### src/core/lsab_pkg.sv
`default_nettype none
package lsab_pkg;

  // ---------------------------------------------------------------------
  // Register offsets
  // ---------------------------------------------------------------------
  localparam logic [7:0] LSAB_OFS_SW6    = 8'h14;
  localparam logic [7:0] LSAB_OFS_SW7    = 8'h15;
  localparam logic [7:0] LSAB_OFS_CONV   = 8'h16;
  localparam logic [7:0] LSAB_OFS_RES_LO = 8'h17;
  localparam logic [7:0] LSAB_OFS_RES_HI = 8'h18;
  localparam logic [7:0] LSAB_OFS_SPARE  = 8'h1B;

  // ---------------------------------------------------------------------
  // Field positions
  // ---------------------------------------------------------------------
  localparam int LSAB_SW_TIMEOUT_BIT  = 7;
  localparam int LSAB_SW_OC_BIT       = 6;
  localparam int LSAB_SW_OT_BIT       = 5;
  localparam int LSAB_SW_PG_BIT       = 4;
  localparam int LSAB_SW_WAIT_MSB     = 3;
  localparam int LSAB_SW_WAIT_LSB     = 2;
  localparam int LSAB_SW_DISCH_BIT    = 1;
  localparam int LSAB_SW_ON_BIT       = 0;
  localparam int LSAB_CONV_START_BIT  = 6;
  localparam int LSAB_CONV_DONE_BIT   = 5;
  localparam int LSAB_CONV_REF_BIT    = 4;
  localparam int LSAB_CONV_CH_MSB     = 3;
  localparam int LSAB_SPARE_RELOAD_BIT = 7;

  // ---------------------------------------------------------------------
  // Reset values
  // ---------------------------------------------------------------------
  localparam logic [3:0] LSAB_SW_CTRL_RST  = 4'h2;
  localparam logic       LSAB_CONV_DONE_RST = 1'b1;
  localparam logic [6:0] LSAB_SPARE_RST    = 7'h00;
  localparam logic [9:0] LSAB_RESULT_RST   = 10'h000;

  // ---------------------------------------------------------------------
  // Wait times and cycle counts
  // ---------------------------------------------------------------------
  localparam int LSAB_CLK_MHZ     = 40;
  localparam int LSAB_WAIT0_US    = 200;
  localparam int LSAB_WAIT1_US    = 800;
  localparam int LSAB_WAIT2_US    = 1600;
  localparam int LSAB_WAIT3_US    = 3200;
  localparam int LSAB_WAIT0_CYC   = LSAB_WAIT0_US * LSAB_CLK_MHZ;
  localparam int LSAB_WAIT1_CYC   = LSAB_WAIT1_US * LSAB_CLK_MHZ;
  localparam int LSAB_WAIT2_CYC   = LSAB_WAIT2_US * LSAB_CLK_MHZ;
  localparam int LSAB_WAIT3_CYC   = LSAB_WAIT3_US * LSAB_CLK_MHZ;
  localparam int LSAB_CNT_W       = 18;

  // Converter sequencing states
  typedef enum logic [0:0] {
    LSAB_CONV_IDLE = 1'b0,
    LSAB_CONV_BUSY = 1'b1
  } lsab_conv_state_e;

endpackage : lsab_pkg
`default_nettype wire

### src/core/lsab_bank.sv
`timescale 1ns/100ps
`default_nettype none
module lsab_bank
  import lsab_pkg::*;
#(
  parameter int WAIT0_CYC = LSAB_WAIT0_CYC,
  parameter int WAIT1_CYC = LSAB_WAIT1_CYC,
  parameter int WAIT2_CYC = LSAB_WAIT2_CYC,
  parameter int WAIT3_CYC = LSAB_WAIT3_CYC
) (
  input  wire logic       clk_sys_i,
  input  wire logic       nrst_i,
  input  wire logic [7:0] addr_i,
  input  wire logic       wr_en_i,
  input  wire logic [7:0] wdata_i,
  output logic      [7:0] rdata_o,
  input  wire logic [1:0] sw_oc_i,
  input  wire logic [1:0] sw_ot_i,
  input  wire logic [1:0] sw_pg_i,
  input  wire logic [1:0] sw_limit_i,
  output logic      [1:0] switch_on_o,
  output logic      [1:0] switch_discharge_o,
  output logic            conv_start_o,
  output logic            conv_ref_en_o,
  output logic      [3:0] conv_channel_o,
  input  wire logic       conv_complete_i,
  input  wire logic [9:0] conv_result_i
);

  // Register bank behind the host's management interface. The host
  // reaches six byte registers through a flat address, a one-cycle
  // write strobe and combinational read data. Switch and converter
  // status comes from the analog side through synchronisers; control
  // fields go out to the switches and the converter from flip-flops.
  // Reload, a write of one to the top bit of the spare register,
  // returns every register but a result finishing, or a timeout whose wait in current limit is met, in that cycle to its value after reset,
  // aborts a running conversion and clears both switch timeouts.

  // ---------------------------------------------------------------------
  // Input synchronisers for analog status
  // ---------------------------------------------------------------------
  logic [8:0] sync1_reg;
  logic [8:0] sync2_reg;
  logic [8:0] async_in;
  logic [1:0] oc_s;
  logic [1:0] ot_s;
  logic [1:0] pg_s;
  logic [1:0] lim_s;
  logic       done_s;

  // Switch flags, current-limit levels and the converter's completion
  // come from analog circuits with no relation to this clock. Each bit
  // is resynchronised on its own; the flags are levels, so a skew of
  // one cycle between neighbouring bits is harmless. The result word
  // is not resynchronised: it is only captured once the synchronised
  // completion is seen, two edges after it rose, by which time the
  // converter holds it steady.
  assign async_in = {conv_complete_i, sw_limit_i, sw_pg_i, sw_ot_i, sw_oc_i};

  // Two flip-flops before any logic reads the flags; reset clears
  // both stages so that no false flag shows just after reset
  always_ff @(posedge clk_sys_i or negedge nrst_i) begin
    if (!nrst_i) begin
      sync1_reg <= '0;
      sync2_reg <= '0;
    end else begin
      sync1_reg <= async_in;
      sync2_reg <= sync1_reg;
    end
  end

  // Fields of the synchronised word, lowest bits first
  assign oc_s   = sync2_reg[1:0];
  assign ot_s   = sync2_reg[3:2];
  assign pg_s   = sync2_reg[5:4];
  assign lim_s  = sync2_reg[7:6];
  assign done_s = sync2_reg[8];

  // ---------------------------------------------------------------------
  // Address decode
  // ---------------------------------------------------------------------
  logic sel_sw6;
  logic sel_sw7;
  logic sel_conv;
  logic sel_res_lo;
  logic sel_res_hi;
  logic sel_spare;
  logic wr_sw6;
  logic wr_sw7;
  logic wr_conv;
  logic wr_spare;
  logic reload;

  // One select per mapped register, shared by reads and writes
  assign sel_sw6    = (addr_i == LSAB_OFS_SW6);
  assign sel_sw7    = (addr_i == LSAB_OFS_SW7);
  assign sel_conv   = (addr_i == LSAB_OFS_CONV);
  assign sel_res_lo = (addr_i == LSAB_OFS_RES_LO);
  assign sel_res_hi = (addr_i == LSAB_OFS_RES_HI);
  assign sel_spare  = (addr_i == LSAB_OFS_SPARE);

  // A write needs the strobe too; read-only and unmapped addresses
  // have no write decode at all, so such writes find no target
  assign wr_sw6   = wr_en_i && sel_sw6;
  assign wr_sw7   = wr_en_i && sel_sw7;
  assign wr_conv  = wr_en_i && sel_conv;
  assign wr_spare = wr_en_i && sel_spare;
  // Reload acts in the cycle of the write; bit 7 is never stored
  assign reload   = wr_spare && wdata_i[LSAB_SPARE_RELOAD_BIT];

  // ---------------------------------------------------------------------
  // Load switches
  // ---------------------------------------------------------------------
  logic [7:0] sw_rdata [2];
  logic [1:0] sw_wr;

  assign sw_wr = {wr_sw7, wr_sw6};

  // Both switches share one layout, so one module serves both. Only
  // bits 3:0 of a write reach a switch: the flags above are produced
  // inside and a host write cannot disturb them. Reload goes to both
  // at once, so a restore turns both switches off on the same edge.
  // The timeout counter runs inside each switch; its wait codes are
  // parameters so that a bench can shrink them, while in the device
  // they are the wait times counted in clock cycles.
  // One instance per switch, identical layout
  generate
    for (genvar g = 0; g < 2; g++) begin : g_sw
      lsab_switch #(
        .WAIT0_CYC (WAIT0_CYC),
        .WAIT1_CYC (WAIT1_CYC),
        .WAIT2_CYC (WAIT2_CYC),
        .WAIT3_CYC (WAIT3_CYC)
      ) u_sw (
        .clk_sys_i   (clk_sys_i),
        .nrst_i      (nrst_i),
        .reload_i    (reload),
        .wr_i        (sw_wr[g]),
        .wdata_i     (wdata_i[3:0]),
        .oc_i        (oc_s[g]),
        .ot_i        (ot_s[g]),
        .pg_i        (pg_s[g]),
        .limit_i     (lim_s[g]),
        .rdata_o     (sw_rdata[g]),
        .on_o        (switch_on_o[g]),
        .discharge_o (switch_discharge_o[g])
      );
    end
  endgenerate

  // ---------------------------------------------------------------------
  // Converter control
  // ---------------------------------------------------------------------
  lsab_conv_state_e state_reg;
  lsab_conv_state_e state_next;
  logic             ref_reg;
  logic             ref_next;
  logic [3:0]       ch_reg;
  logic [3:0]       ch_next;
  logic             done_reg;
  logic             done_next;
  logic [9:0]       res_reg;
  logic [9:0]       res_next;
  logic             start_req;
  logic             finish;

  assign start_req = wr_conv && wdata_i[LSAB_CONV_START_BIT];
  assign finish    = (state_reg == LSAB_CONV_BUSY) && done_s;

  // The start bit that a host reads back is the busy state itself, so
  // it falls by itself on the edge after the synchronised completion
  // is seen. A second start while busy is not queued: the sequencer
  // stays where it is and only the reference and channel fields
  // change, so a host that wants a clean sample waits for done first.
  // Reload aborts a conversion; the converter sees start drop and
  // abandons its sample. Completion that is still seen high after a
  // reload finds the sequencer idle and is ignored.
  // Sequencer: start on host write, end on converter completion
  always_comb begin
    state_next = state_reg;
    unique case (state_reg)
      LSAB_CONV_IDLE: begin
        if (start_req) begin
          state_next = LSAB_CONV_BUSY;
        end
      end
      LSAB_CONV_BUSY: begin
        if (reload) begin
          state_next = LSAB_CONV_IDLE;
        end else if (done_s) begin
          state_next = LSAB_CONV_IDLE;
        end
      end
    endcase
  end

  assign ref_next  = reload ? 1'b0 :
                     wr_conv ? wdata_i[LSAB_CONV_REF_BIT] : ref_reg;
  assign ch_next   = reload ? 4'h0 :
                     wr_conv ? wdata_i[LSAB_CONV_CH_MSB:0] : ch_reg;
  // Both result halves change only on the finishing edge or a reload, so
  // a host that reads the result after done and before its next start
  // always sees the two halves of one sample.
  // Completion wins over a start write in the same cycle
  assign done_next = finish ? 1'b1 :
                     reload ? LSAB_CONV_DONE_RST :
                     (start_req && state_reg == LSAB_CONV_IDLE) ? 1'b0 :
                     done_reg;
  assign res_next  = finish ? conv_result_i :
                     reload ? LSAB_RESULT_RST : res_reg;

  // Done resets to one, so a host polling after power-up sees no
  // conversion pending and may start one at once
  // Converter storage
  always_ff @(posedge clk_sys_i or negedge nrst_i) begin
    if (!nrst_i) begin
      state_reg <= LSAB_CONV_IDLE;
      ref_reg   <= 1'b0;
      ch_reg    <= 4'h0;
      done_reg  <= LSAB_CONV_DONE_RST;
      res_reg   <= LSAB_RESULT_RST;
    end else begin
      state_reg <= state_next;
      ref_reg   <= ref_next;
      ch_reg    <= ch_next;
      done_reg  <= done_next;
      res_reg   <= res_next;
    end
  end

  // Start stays high toward the converter for the whole conversion
  assign conv_start_o   = (state_reg == LSAB_CONV_BUSY);
  assign conv_ref_en_o  = ref_reg;
  assign conv_channel_o = ch_reg;

  // ---------------------------------------------------------------------
  // Spare register
  // ---------------------------------------------------------------------
  logic [6:0] spare_reg;
  logic [6:0] spare_next;

  // The reload bit is never stored: it acts in the cycle of its write
  // and reads back as zero, so the host has no bit to clear afterwards
  // Reload clears storage even when written alongside
  assign spare_next = reload   ? LSAB_SPARE_RST :
                      wr_spare ? wdata_i[6:0] : spare_reg;

  // Spare storage
  always_ff @(posedge clk_sys_i or negedge nrst_i) begin
    if (!nrst_i) begin
      spare_reg <= LSAB_SPARE_RST;
    end else begin
      spare_reg <= spare_next;
    end
  end

  // ---------------------------------------------------------------------
  // Read mux
  // ---------------------------------------------------------------------
  logic [7:0] conv_rdata;
  logic [7:0] res_lo_rdata;
  logic [7:0] res_hi_rdata;
  logic [7:0] spare_rdata;

  // Register images; reserved positions are tied to zero
  assign conv_rdata = {1'b0, conv_start_o, done_reg, ref_reg, ch_reg};
  assign res_lo_rdata = res_reg[7:0];
  assign res_hi_rdata = {6'h00, res_reg[9:8]};
  assign spare_rdata  = {1'b0, spare_reg};

  // Reads are combinational from the address and have no side effect.
  // The switch images carry live flag levels, so two reads in a row
  // can differ while an analog condition comes and goes.
  assign rdata_o =
    sel_sw6    ? sw_rdata[0] :
    sel_sw7    ? sw_rdata[1] :
    sel_conv   ? conv_rdata :
    sel_res_lo ? res_lo_rdata :
    sel_res_hi ? res_hi_rdata :
    sel_spare  ? spare_rdata :
                 8'h00;

endmodule : lsab_bank
`default_nettype wire

### src/core/lsab_switch.sv
`timescale 1ns/100ps
`default_nettype none
module lsab_switch
  import lsab_pkg::*;
#(
  parameter int WAIT0_CYC = LSAB_WAIT0_CYC,
  parameter int WAIT1_CYC = LSAB_WAIT1_CYC,
  parameter int WAIT2_CYC = LSAB_WAIT2_CYC,
  parameter int WAIT3_CYC = LSAB_WAIT3_CYC
) (
  input  wire logic       clk_sys_i,
  input  wire logic       nrst_i,
  input  wire logic       reload_i,
  input  wire logic       wr_i,
  input  wire logic [3:0] wdata_i,
  input  wire logic       oc_i,
  input  wire logic       ot_i,
  input  wire logic       pg_i,
  input  wire logic       limit_i,
  output logic      [7:0] rdata_o,
  output logic            on_o,
  output logic            discharge_o
);

  // ---------------------------------------------------------------------
  // Control field and timeout tracking
  // ---------------------------------------------------------------------
  logic [3:0]            ctrl_reg;
  logic [3:0]            ctrl_next;
  logic [LSAB_CNT_W-1:0] cnt_reg;
  logic [LSAB_CNT_W-1:0] cnt_next;
  logic                  to_reg;
  logic                  to_next;
  logic [LSAB_CNT_W-1:0] limit_cyc;
  logic                  limit_active;

  // Wait-time code selects the least time in current limit
  assign limit_cyc =
    (ctrl_reg[3:2] == 2'h0) ? LSAB_CNT_W'(WAIT0_CYC) :
    (ctrl_reg[3:2] == 2'h1) ? LSAB_CNT_W'(WAIT1_CYC) :
    (ctrl_reg[3:2] == 2'h2) ? LSAB_CNT_W'(WAIT2_CYC) :
                              LSAB_CNT_W'(WAIT3_CYC);
  assign limit_active = limit_i && ctrl_reg[0];
  assign ctrl_next = reload_i ? LSAB_SW_CTRL_RST :
                     wr_i     ? wdata_i : ctrl_reg;
  assign cnt_next  = !limit_active ? '0 :
                     (cnt_reg < limit_cyc) ? cnt_reg + 1'b1 : cnt_reg;
  // Timeout latches until switch is turned off or reloaded
  assign to_next   = (limit_active && cnt_reg >= limit_cyc) ? 1'b1 :
                     (reload_i || !ctrl_next[0]) ? 1'b0 : to_reg;

  // Storage
  always_ff @(posedge clk_sys_i or negedge nrst_i) begin
    if (!nrst_i) begin
      ctrl_reg <= LSAB_SW_CTRL_RST;
      cnt_reg  <= '0;
      to_reg   <= 1'b0;
    end else begin
      ctrl_reg <= ctrl_next;
      cnt_reg  <= cnt_next;
      to_reg   <= to_next;
    end
  end

  // Read image: flags above, control below
  assign rdata_o     = {to_reg, oc_i, ot_i, pg_i, ctrl_reg};
  assign on_o        = ctrl_reg[0] && !to_reg;
  assign discharge_o = ctrl_reg[1];

endmodule : lsab_switch
`default_nettype wire

### config.mk
export PLATFORM = sky130hd
export DESIGN_NAME = lsab_bank
export DESIGN_NICKNAME = d
export VERILOG_FILES = /design/src/core/lsab_pkg.sv /design/src/core/lsab_bank.sv /design/src/core/lsab_switch.sv
export SDC_FILE = /design/constraint.sdc
export NUM_CORES = 1
export LEC_CHECK = 0
export BUFFER_PORTS_ARGS = -buffer_cell sky130_fd_sc_hd__buf_2
export CORE_MARGIN = 8
export CORE_UTILIZATION = 51
export CTS_BUF_LIST = sky130_fd_sc_hd__clkbuf_8
export CTS_CLUSTER_SIZE = 16
export DETAILED_ROUTE_END_ITERATION = 8
export GPL_TIMING_DRIVEN = 0
export PLACE_DENSITY_LB_ADDON = 0.25
export SYNTH_ARGS = -nofsm -noshare
export SYNTH_HDL_FRONTEND = slang
export SYNTH_SLANG_ARGS = --single-unit
### constraint.sdc
create_clock -name clk_sys_i -period 2.6 [get_ports clk_sys_i]
set_input_delay 0.13 -clock clk_sys_i [delete_from_list [all_inputs] [get_ports clk_sys_i]]
set_output_delay 0.13 -clock clk_sys_i [all_outputs]
set_load 0.02 [all_outputs]
==> results by group <==
Yosys
  – Synthesized flop and latch total: 88
  – Top cells by area, synth: dfrtp_1 (45%), o21ai_0 (5.3%), nand2_1 (5.1%), a21oi_1 (4.8%), ha_1 (4.2%)
  – Syn Area/Cell: 9.184 sq um
  – Post-Syn Nets: 571
  – Post-synth EDFFs: 0
  – Synthesized instance count: 517
  – Yosys Warn Count: 0
  – Number of library cell types mapped by synthesis: 59
  – Post-synth top area share: 0.4480
  – Largest area contributor in the netlist: dfrtp_1
  – Register area share after synthesis: 0.4646
  – Netlist Area Pre-Place: 4748 sq um
  – Ys async rst share: 1.000
  – Post-synth top flop: dfrtp_1

STA
  – Hold slack final: 23.06 ps
  – Final period util: 0.9534
  – Final Max Tran Viols: 0
  – RSZ-0062 raised after global routing: yes
  – Skew final: 14.87 ps
  – Final Setup Violations: 0
  – Fmax: 403.4 MHz
  – Worst-margin pin slew: 595.9 ps
  – Hold Fails Final Rpt: 0
  – Minimum clock period: 2479 ps
  – Relative max-transition margin: 0.6027
  – Worst setup slack after layout: 121.2 ps

Setup path
  – WP data arrival: 2750 ps
  – Worst endpoint required time: 2870 ps
  – Crit-path max FO: 9
  – Critical Setup Path Class: register to register
  – Kind of end point of the critical path: register
  – Startpoint Class: register

Finish
  – Fill count: 784
  – Layout Nets: 659
  – Ant. Diodes: 0
  – Area growth syn-to-layout: 20.08%
  – Layout cell share with drive strength beyond 1: 0.1803
  – Max FFs per register: 36
  – Final cell count without fillers: 721
  – Final Util: 0.6230

CTS
  – Max clock buf depth: 2
  – Worst-path clk slew: 90 ps
  – Later-pin clock latency in the skew report: 360 ps
  – CTS tree: done
  – Clock sinks: 88
  – CTS root buffer: clkbuf_8
  – TritonCTS Buffers: 9
  – H-tree depth: 3

Global routing
  – M1 GR Usage: 0.2370
  – Most crowded layer after global routing: met2
  – Met2 Usage GRT: 0.3103
  – Initial antenna violation count: 0
  – Global-route met3 utilization: 0.04294
  – Tot GR Track Use: 0.1886
  – Vias in the first global route: 4210
  – Largest net degree at the start of global routing: 64
  – First-pass GRT wire length: 19670 um
  – GRT overflow: 0

Placed design
  – Placed cells: 683
  – Gp weighted congestion: 0.8646
  – Post-Place Worst Slack: -238.3 ps
  – Dpl hpwl: 8473 um
  – # port buffers: 54

Power
  – Switching power: 0.6707 mW
  – Leak: 2.507 nW
  – Clock power share: 0.368
  – Flop pwr share: 0.547
  – Logic pwr share: 0.085
  – Internal: 1.970 mW
  – Sw frac: 0.2540
  – Pwr dens: 463.1 nW/um^2
  – VDD IR-drop max: 0.2924 mV

Hold path
  – HP Class: input pin to register

Floorplan
  – Core Region: 9153 sq um
  – Initial Util: 0.5188
  – Top Ports: 56
  – Die Ht: 112.5 um
  – Die Wd: 112.5 um
  – Die area: 12650 sq um
  – Row cnt: 35

Routing
  – DRT iter0 DRCs: 226
  – Number of remaining DRC errors: 0
  – Vias per cell: 5.883
  – Routed Antenna Nets: 0
  – Vias after detailed routing: 4242
  – Drt wl/cell: 16.06 um
  – 1st-pass router iterations: 5
  – Routed wire length: 11580 um

Run status
  – Status: completed

Run
  – Max Cap Viol: 0
## critical path: stages, from the launching register on
cell and delay (ps):
dfrtp_1 410, buf_6 150, nand2_1 100, inv_1 70
ha_4 220, a21o_1 170, o211a_1 140, a221oi_4 300
o211ai_2 210, or4_1 500, a21oi_1 150
## synthesized netlist by cell type (4+ instances only)
cell and instances:
and3_1 10, ha_1 16, o31ai_1 7, and2_1 4, or3_1 19, inv_1 14
o21ai_0 50, nor2b_1 4, buf_4 5, nor3_1 4, o32ai_1 4, nand4_1 8
buf_2 6, nand3_1 22, nor4_1 4, nand2b_1 12, dfrtp_1 85, or4_1 8
clkbuf_1 19, nand2_1 65, mux2i_1 20, a21oi_1 46, nor2_1 32
## routing by layer
layer | share of wire | wire length (um)
met3 | 0.052 | 597
met4 | 0.016 | 188
met5 | 0 | 0
met2 | 0.49 | 5648
met1 | 0.44 | 5142
## stage by stage
step	power, mW	cell area, sq um	setup TNS, ps
2_1_floorplan	1.563	4748	0
3_3_place_gp	1.658	5157	-1597
3_5_place_dp	1.670	5187	-2913
4_1_cts	2.668	5593	0
5_1_grt	2.752	5702	-67.87
6_report	2.641	5702	0
## cells by family (layout without fill, tap and decap cells)
family,after synthesis,after routing,synth area share
multiplexers,21,21,0.04453
adder cells (fa/ha/maj),16,16,0.04216
AND/OR/NAND/NOR,208,208,0.2295
AO/OA/AOI/OAI,133,133,0.1686
XOR/XNOR,3,3,0.005535
buffers and inverters,48,141,0.04506
flip-flops,88,88,0.4646
## repair_timing
| item | CTS | global route |
|---|---|---|
| hold buffers | 20 | 0 |
| setup endpoints to repair | 19 | 26 |
| buffers inserted | 0 | 3 |
| resized for setup | 3 | 32 |
| endpoints found under the hold margin | 44 | 0 |
| pin swaps | 0 | 4 |
## power by group through the flow
stage | sequential, mW | clock [mW] | combinational, mW
3_3_place_gp | 1.47 | 0 | 0.191
2_1_floorplan | 1.46 | 0 | 0.100
3_5_place_dp | 1.47 | 0 | 0.201
5_1_grt | 1.45 | 1.05 | 0.251
6_report | 1.45 | 0.972 | 0.223
4_1_cts | 1.44 | 1.00 | 0.222
## cell usage in the layout (no fill, tap or decap), types with 3 or more instances in the layout
cell	netlist	routed
o21a_1	3	3
dfrtp_1	85	85
dlygate4sd3_1	0	20
a21oi_1	46	43
buf_1	3	3
a21oi_2	0	3
o21ai_1	2	4
and3_1	10	10
inv_1	14	15
o31ai_1	7	7
nand2_1	65	65
buf_4	5	9
o21ai_0	50	48
nand2b_1	12	12
nor2b_1	4	4
inv_6	0	4
nor3_1	4	4
mux2i_1	20	20
and3b_1	3	3
or4_1	8	7
dfstp_2	3	3
or3_1	19	19
clkbuf_8	0	9
buf_2	6	58
nor4_1	4	4
o32ai_1	4	4
ha_1	16	15
clkbuf_1	19	14
nand3_1	22	21
nor2_1	32	32
buf_6	1	5
and2_1	4	4
nand4_1	8	8
## worst paths after layout
check	start	depth (start not counted)	to	slack [ps]
min reg2reg	sync1_reg[1]	0	sync2_reg[1]	350
min	wdata_i[5]	3	spare_reg[5]	20
max in group asynchronous	nrst_i	3	done_reg	1700
max reg2reg	g_sw[0].u_sw.ctrl_reg[2]	10	g_sw[0].u_sw.cnt_reg[4]	120
min in group asynchronous	nrst_i	2	g_sw[0].u_sw.cnt_reg[11]	220
max	g_sw[0].u_sw.ctrl_reg[2]	10	g_sw[0].u_sw.cnt_reg[4]	120
## layout make-up
cell class | instances | area [sq um] | share of cell area
inverters | 14 | 52.55 | 0.009217
multi-input cells | 381 | 2392 | 0.4196
plain buffers | 33 | 187.7 | 0.03292
well taps | 111 | 138.9 | 0.02436
clock buffers | 9 | 123.9 | 0.02172
repair buffers | 78 | 523.0 | 0.09173
clock inverters | 7 | 77.57 | 0.01361
flip-flops and latches | 88 | 2206 | 0.3869
No activity file was read; power rests on OpenSTA's default activity.
